$ cat src/pkg/sws_pkg.sv
// Purpose : constants and helpers for the stop hit wave selection block
// Assumes : one 16-bit configuration word, 6-bit wave fields
// Notes   : the clamp helper is shared by both hit selections

package sws_pkg;

    // ------------------------------------------------------------
    // configuration word layout
    // ------------------------------------------------------------
    localparam int          CFG_W         = 16;
    localparam int          WAVE_W        = 6;
    localparam int          HIT1_LSB      = 8;
    localparam int          HIT2_LSB      = 0;
    localparam logic [15:0] CFG_RESET     = 16'h0000;
    localparam logic [15:0] CFG_WRITE_MSK = 16'h3F3F;

    // ------------------------------------------------------------
    // wave limits
    // ------------------------------------------------------------
    localparam logic [5:0]  HIT1_MIN_WAVE = 6'h03;
    localparam logic [5:0]  HIT2_MIN_WAVE = 6'h04;
    localparam logic [5:0]  WAVE_MAX      = 6'h3F;
    localparam logic [5:0]  WAVE_ZERO     = 6'h00;

    // ------------------------------------------------------------
    // capture timing
    // ------------------------------------------------------------
    localparam int          TIME_W        = 16;

    typedef enum logic [2:0] {
        SWS_IDLE  = 3'h1,
        SWS_COUNT = 3'h2,
        SWS_DONE  = 3'h4
    } sws_state_t;

    // selections below the minimum wave map to the minimum wave
    function automatic logic [5:0] clamp_wave(input logic [5:0] sel,
                                              input logic [5:0] min_wave);
        clamp_wave = (sel < min_wave) ? min_wave : sel;
    endfunction : clamp_wave

endpackage : sws_pkg

$ cat src/core/sws_hit_capture.sv
// Purpose : captures the stop time of one selected received wave
// Assumes : edge_wave is the number of the wave whose edge is seen now
// Notes   : holds the time until the next clear

`timescale 1ns/1ps
`default_nettype none

module sws_hit_capture (
    // clock and reset
    input  wire logic                        clk,
    input  wire logic                        srst,
    // control
    input  wire logic                        clear,
    input  wire logic                        wave_edge,
    input  wire logic [sws_pkg::WAVE_W-1:0]  edge_wave,
    input  wire logic [sws_pkg::WAVE_W-1:0]  sel_wave,
    input  wire logic [sws_pkg::TIME_W-1:0]  time_now,
    // result
    output logic      [sws_pkg::TIME_W-1:0]  hit_time,
    output logic                             hit_valid
);

    typedef struct packed {
        logic [sws_pkg::TIME_W-1:0] tstamp;
        logic                       valid;
    } sws_cap_t;

    sws_cap_t cur;
    sws_cap_t next_cur;

    // ------------------------------------------------------------
    // capture on the selected wave
    // ------------------------------------------------------------
    always_comb begin
        next_cur = cur;
        if (clear) begin
            next_cur.valid  = 1'b0;
            next_cur.tstamp = '0;
        end else if (wave_edge && !cur.valid && edge_wave == sel_wave) begin
            next_cur.valid  = 1'b1;
            next_cur.tstamp = time_now;
        end
    end

    always_ff @(posedge clk) begin
        if (srst) begin
            cur <= '0;
        end else begin
            cur <= next_cur;
        end
    end

    assign hit_time  = cur.tstamp;
    assign hit_valid = cur.valid;

endmodule : sws_hit_capture

`default_nettype wire

$ cat src/core/sws_stop_hit_wave_select.sv
// Purpose : holds the first/second stop wave selection word and times
//           the selected received waves as stop hits one and two
// Assumes : wave edges and time base come from logic on REF_CLK
// Notes   : the host keeps the selections increasing

`timescale 1ns/1ps
`default_nettype none

module sws_stop_hit_wave_select (
    // clock and reset
    input  wire logic                        REF_CLK,
    input  wire logic                        SRST,
    // configuration access
    input  wire logic                        CFG_WR,
    input  wire logic [sws_pkg::CFG_W-1:0]   CFG_WDATA,
    output logic      [sws_pkg::CFG_W-1:0]   CFG_RDATA,
    // measurement path
    input  wire logic                        MEAS_START,
    input  wire logic                        WAVE_EDGE,
    input  wire logic [sws_pkg::TIME_W-1:0]  TIME_NOW,
    // effective selections
    output logic      [sws_pkg::WAVE_W-1:0]  FIRST_WAVE,
    output logic      [sws_pkg::WAVE_W-1:0]  SECOND_WAVE,
    // results
    output logic      [sws_pkg::TIME_W-1:0]  HIT1_TIME,
    output logic                             HIT1_VALID,
    output logic      [sws_pkg::TIME_W-1:0]  HIT2_TIME,
    output logic                             HIT2_VALID,
    output logic                             MEAS_DONE,
    output logic      [sws_pkg::WAVE_W-1:0]  WAVE_COUNT
);

    typedef struct packed {
        logic [sws_pkg::CFG_W-1:0]  cfg;
        logic [sws_pkg::WAVE_W-1:0] first_wave;
        logic [sws_pkg::WAVE_W-1:0] second_wave;
        logic [sws_pkg::WAVE_W-1:0] wave_cnt;
        sws_pkg::sws_state_t        state;
    } sws_top_t;

    sws_top_t                   cur;
    sws_top_t                   next_cur;
    logic [sws_pkg::WAVE_W-1:0] edge_wave;
    logic                       counting;
    logic                       clear_hits;
    logic                       hit1_valid;
    logic                       hit2_valid;
    logic [sws_pkg::TIME_W-1:0] hit1_time;
    logic [sws_pkg::TIME_W-1:0] hit2_time;

    // ------------------------------------------------------------
    // wave numbering and control
    // ------------------------------------------------------------
    assign counting   = (cur.state == sws_pkg::SWS_COUNT);
    assign clear_hits = MEAS_START;
    assign edge_wave  = (cur.wave_cnt == sws_pkg::WAVE_MAX) ?
                        sws_pkg::WAVE_MAX : cur.wave_cnt + 6'h01;

    always_comb begin
        next_cur = cur;
        // reserved bits never stored
        if (CFG_WR) begin
            next_cur.cfg = CFG_WDATA & sws_pkg::CFG_WRITE_MSK;
        end
        next_cur.first_wave = sws_pkg::clamp_wave(
            next_cur.cfg[sws_pkg::HIT1_LSB +: sws_pkg::WAVE_W],
            sws_pkg::HIT1_MIN_WAVE);
        next_cur.second_wave = sws_pkg::clamp_wave(
            next_cur.cfg[sws_pkg::HIT2_LSB +: sws_pkg::WAVE_W],
            sws_pkg::HIT2_MIN_WAVE);
        case (cur.state)
            sws_pkg::SWS_IDLE: begin
                if (MEAS_START) begin
                    next_cur.state    = sws_pkg::SWS_COUNT;
                    next_cur.wave_cnt = sws_pkg::WAVE_ZERO;
                end
            end
            sws_pkg::SWS_COUNT: begin
                if (MEAS_START) begin
                    next_cur.wave_cnt = sws_pkg::WAVE_ZERO;
                end else begin
                    if (WAVE_EDGE) begin
                        next_cur.wave_cnt = edge_wave;
                    end
                    if (hit1_valid && hit2_valid) begin
                        next_cur.state = sws_pkg::SWS_DONE;
                    end
                end
            end
            sws_pkg::SWS_DONE: begin
                if (MEAS_START) begin
                    next_cur.state    = sws_pkg::SWS_COUNT;
                    next_cur.wave_cnt = sws_pkg::WAVE_ZERO;
                end
            end
            default: begin
                next_cur.state = sws_pkg::SWS_IDLE;
            end
        endcase
    end

    always_ff @(posedge REF_CLK) begin
        if (SRST) begin
            cur.cfg         <= sws_pkg::CFG_RESET;
            cur.first_wave  <= sws_pkg::HIT1_MIN_WAVE;
            cur.second_wave <= sws_pkg::HIT2_MIN_WAVE;
            cur.wave_cnt    <= sws_pkg::WAVE_ZERO;
            cur.state       <= sws_pkg::SWS_IDLE;
        end else begin
            cur <= next_cur;
        end
    end

    // ------------------------------------------------------------
    // stop hit capture units
    // ------------------------------------------------------------
    sws_hit_capture u_hit1 (
        .clk       (REF_CLK),
        .srst      (SRST),
        .clear     (clear_hits),
        .wave_edge (WAVE_EDGE & counting),
        .edge_wave (edge_wave),
        .sel_wave  (cur.first_wave),
        .time_now  (TIME_NOW),
        .hit_time  (hit1_time),
        .hit_valid (hit1_valid)
    );

    sws_hit_capture u_hit2 (
        .clk       (REF_CLK),
        .srst      (SRST),
        .clear     (clear_hits),
        .wave_edge (WAVE_EDGE & counting),
        .edge_wave (edge_wave),
        .sel_wave  (cur.second_wave),
        .time_now  (TIME_NOW),
        .hit_time  (hit2_time),
        .hit_valid (hit2_valid)
    );

    // ------------------------------------------------------------
    // outputs
    // ------------------------------------------------------------
    assign CFG_RDATA   = cur.cfg;
    assign FIRST_WAVE  = cur.first_wave;
    assign SECOND_WAVE = cur.second_wave;
    assign HIT1_TIME   = hit1_time;
    assign HIT1_VALID  = hit1_valid;
    assign HIT2_TIME   = hit2_time;
    assign HIT2_VALID  = hit2_valid;
    assign MEAS_DONE   = (cur.state == sws_pkg::SWS_DONE);
    assign WAVE_COUNT  = cur.wave_cnt;

endmodule : sws_stop_hit_wave_select

`default_nettype wire

$ cat config.mk
export PLATFORM = sky130hd
export DESIGN_NAME = sws_stop_hit_wave_select
export DESIGN_NICKNAME = d
export VERILOG_FILES = /design/src/pkg/sws_pkg.sv /design/src/core/sws_hit_capture.sv /design/src/core/sws_stop_hit_wave_select.sv
export SDC_FILE = /design/constraint.sdc
export NUM_CORES = 1
export LEC_CHECK = 0
export BUFFER_PORTS_ARGS = -buffer_cell sky130_fd_sc_hd__buf_2
export CORE_UTILIZATION = 40
export CTS_CLUSTER_SIZE = 10
export DETAILED_ROUTE_END_ITERATION = 6
export PLACE_DENSITY = 0.68
export SLEW_MARGIN = 0
export SYNTH_ARGS = -nofsm -noshare
export SYNTH_HDL_FRONTEND = slang
export SYNTH_SLANG_ARGS = --single-unit
$ cat constraint.sdc
create_clock -name REF_CLK -period 2.2 [get_ports REF_CLK]
set_input_delay 0.11 -clock REF_CLK [delete_from_list [all_inputs] [get_ports REF_CLK]]
set_output_delay 0.11 -clock REF_CLK [all_outputs]
set_load 0.03 [all_outputs]
==> results.json <==
{
  "outcome": "complete, no violations",
  "seq_area_frac_synth": 0.417,
  "rsz0062_at_grt": "no",
  "drive_gt1_frac": 0.325,
  "crit_slowest_cell": "dfxtp_1",
  "postSynthCellCount": 369,
  "grt_max_degree": 35,
  "clk_pin_slew_ns": 0.09,
  "async_reset_ff_frac": 0,
  "cts_tree": "done",
  "switchingPower_uw": 735,
  "die_height_um": 91.7,
  "clock-sinks": 67,
  "fin_crit_sh": 0.944,
  "timing.slew.headroom": 0.568,
  "die_w_um": 91.7,
  "setup_viol": 0,
  "combPwrFrac": 0.119,
  "worstRegToRegCells": 8,
  "core-area_sq_um": 7770,
  "ctsResizeCount": 0,
  "fillers": 806,
  "synth.cell_area_sq_um": 3220,
  "clk_latency_ns": 0.35,
  "syn_avg_cell_area_sq_um": 8.72,
  "rows": 32,
  "fmax_ghz": 0.482,
  "powerDensity_nw_per_um2": 669,
  "critPathRequiredTime_ns": 2.40,
  "grt_pass1_wl_um": 13000,
  "finalWirelength_um": 7810,
  "cp_slowest_stage_delay_ns": 0.35,
  "final_cell_mix": "97 x buf_2, 66 x dfxtp_1, 47 x a21oi_1",
  "drtIter0Drc": 175,
  "tns_ns": 0,
  "final_common_cell": "buf_2",
  "pwr-share-seq": 0.502,
  "critPathKind": "flop to flop",
  "hold_class": "primary input to flop",
  "cp-endpoint": "u_hit2.hit_time[5]$_SDFFE_PP0P_",
  "power.leakage_nw": 1.62,
  "crit_start": "WAVE_COUNT[1]$_SDFFE_PP0P_",
  "dp_hpwl_um": 5470,
  "wl_per_cell_um": 14.4,
  "clock_path_buffers": 2,
  "drtAntennaViolNets": 0,
  "num_antenna_cells": 0,
  "synth_cell_types": 52,
  "worst_setup_path_start_kind": "flop",
  "hold_ws_ns": 0.0146,
  "drc_errors": 0,
  "syn_to_final_growth_pct": 17.6,
  "via_count": 2862,
  "worstPathCellList": "ha_2, and4_4, a21o_1, xor2_1, o2111ai_2, buf_4, o21ai_0, a21oi_1",
  "swShare": 0.290,
  "yosysTopAreaCell": "dfxtp_1",
  "dieArea_sq_um": 8410,
  "layout.nets": 473,
  "finalHoldViolations": 0,
  "cts_max_level": 3,
  "synth.top_cell.area_share": 0.417,
  "start_util": 0.414,
  "p_int_mw": 1.80,
  "crit_buf_inv": 1,
  "ys_seq_elements": 67,
  "synthTopCellsByArea": "dfxtp_1 42%, buf_4 9.1%, a21oi_1 7.5%, o21ai_0 5.8%, nand3_1 5.6%",
  "cts_inserted_buffers": 9,
  "drt_pass1_iterations": 4,
  "port_buffers": 97,
  "rrSetupSlack_ns": 0.12,
  "vdd_ir_drop_max_mv": 0.413,
  "yosys_warnings": 0,
  "period_minus_slack_ns": 2.08,
  "ios": 106,
  "worstReg2RegStart": "WAVE_COUNT[1]$_SDFFE_PP0P_",
  "maxCapViolCount": 0,
  "grt_use_total": 0.194,
  "cts_setup_buffers": 0,
  "place.gp.congestion": 0.755,
  "skew_ns": 0.0150,
  "pwr-share-clk": 0.380,
  "cp.arrival_ns": 2.28,
  "cts_root_buf": "clkbuf_8",
  "avgViaCountPerCell": 5.28,
  "maxSlewViolCount": 0,
  "ctsHoldBuffers": 0,
  "grt_overflow_total": 0,
  "grt_pass1_vias": 2657,
  "synth_edf_count": 0,
  "crit_family": "compound AO/OA/AOI/OAI gates",
  "antenna_found_initial": 0,
  "crit_path_end_kind": "flop",
  "cp_max_fo": 16,
  "ys.flop_type": "dfxtp_1",
  "reg2reg_to": "u_hit2.hit_time[5]$_SDFFE_PP0P_",
  "max_slew.worst_pin.slew_ns": 0.647,
  "cp_num_cells": 8
}
==> power by group through the flow <==
| stage | registers [mW] | logic (mW) | clock network [mW] |
|---|---|---|---|
| after global placement | 1.30 | 0.296 | 0 |
| final | 1.27 | 0.300 | 0.962 |
| after detailed placement | 1.30 | 0.298 | 0 |
| after global routing | 1.27 | 0.326 | 1.04 |
| after CTS | 1.27 | 0.299 | 0.976 |
| after floorplan | 1.29 | 0.244 | 0 |
==> metal layers <==
layer / vias to the layer above / wire [um] / global-route usage
met4: 0 / 97 / 0.0560
met5: - / 0 / 0
met3: 11 / 588 / 0.0647
met2: 93 / 3520 / 0.298
met1: 1353 / 3610 / 0.259
li1: 1405 / - / -
==> synthesized netlist by cell type, types with 2 or more instances <==
| cell type | number |
|---|---|
| nand2b_1 | 2 |
| and4_4 | 2 |
| mux2i_1 | 12 |
| a31oi_1 | 4 |
| clkbuf_1 | 7 |
| nor2b_1 | 2 |
| nand2_1 | 8 |
| nand3b_1 | 3 |
| o21ai_1 | 3 |
| buf_4 | 39 |
| nor4b_1 | 2 |
| a21o_1 | 2 |
| xnor2_1 | 4 |
| nor2_1 | 31 |
| buf_1 | 3 |
| o21ai_0 | 37 |
| dfxtp_1 | 67 |
| inv_1 | 2 |
| nand3_1 | 36 |
| a21oi_1 | 48 |
| buf_2 | 4 |
| and2_1 | 3 |
| buf_6 | 6 |
| xor2_1 | 6 |
| nor3_1 | 8 |
| a22oi_1 | 2 |
==> per-stage QoR <==
stage	worst slack, ns	utilization	total power, mW	instance area (sq um)	std cells
after floorplan	0.160	-	1.54	3230	372
after global placement	0.142	0.461	1.59	3580	526
after detailed placement	0.110	0.461	1.60	3580	526
after CTS	0.106	0.485	2.55	3760	542
after global routing	0.00209	0.487	2.64	3780	542
final	0.123	0.487	2.53	3780	542
==> cell families after synthesis <==
family                   synth area share
flip-flops                          0.417
adder cells (fa/ha/maj)           0.00389
other                             0.00117
XOR/XNOR                           0.0272
AND/OR/NAND/NOR                     0.182
AO/OA/AOI/OAI                       0.198
multiplexers                       0.0373
buffers and inverters               0.134
==> final cells by class <==
class / count / area, sq um / share of cell area
clock buffer: 10 / 138 / 0.0364
sequential: 67 / 1340 / 0.355
multi-input combinational: 243 / 1480 / 0.390
timing repair buffer: 112 / 648 / 0.171
inverter: 2 / 7.51 / 0.00198
clock inverter: 6 / 45.0 / 0.0119
tap: 102 / 128 / 0.0337
==> how the worst min path moves through the flow <==
stage / slack, ns / endpoint / depth (start not counted) / start
finish: 0.01 / u_hit1.hit_time[4]$_SDFFE_PP0P_ / 3 / TIME_NOW[4]
floorplan: 0.26 / SECOND_WAVE[2]$_SDFF_PP1_ / 2 / CFG_WDATA[2]
CTS: 0.007 / u_hit1.hit_time[4]$_SDFFE_PP0P_ / 3 / TIME_NOW[4]
global route: 0.01 / u_hit2.hit_time[1]$_SDFFE_PP0P_ / 3 / TIME_NOW[1]
detailed placement: 0.38 / u_hit1.hit_time[4]$_SDFFE_PP0P_ / 3 / TIME_NOW[4]
global placement: 0.37 / CFG_RDATA[0]$_SDFF_PP0_ / 3 / CFG_WDATA[0]
==> state kept, by name, summed over array words and instances (netlist names) <==
signal / cells
u_hit2.hit_valid: 1
u_hit1.hit_valid: 1
CFG_RDATA: 12
u_hit1.hit_time: 16
FIRST_WAVE: 6
WAVE_COUNT: 6
cur: 3
u_hit2.hit_time: 16
SECOND_WAVE: 6
==> worst min-delay path: stages <==
cell	delay, ns
buf_2	0.10
nand3_1	0.05
a21oi_1	0.06
No activity file was read; power rests on OpenSTA's default activity.
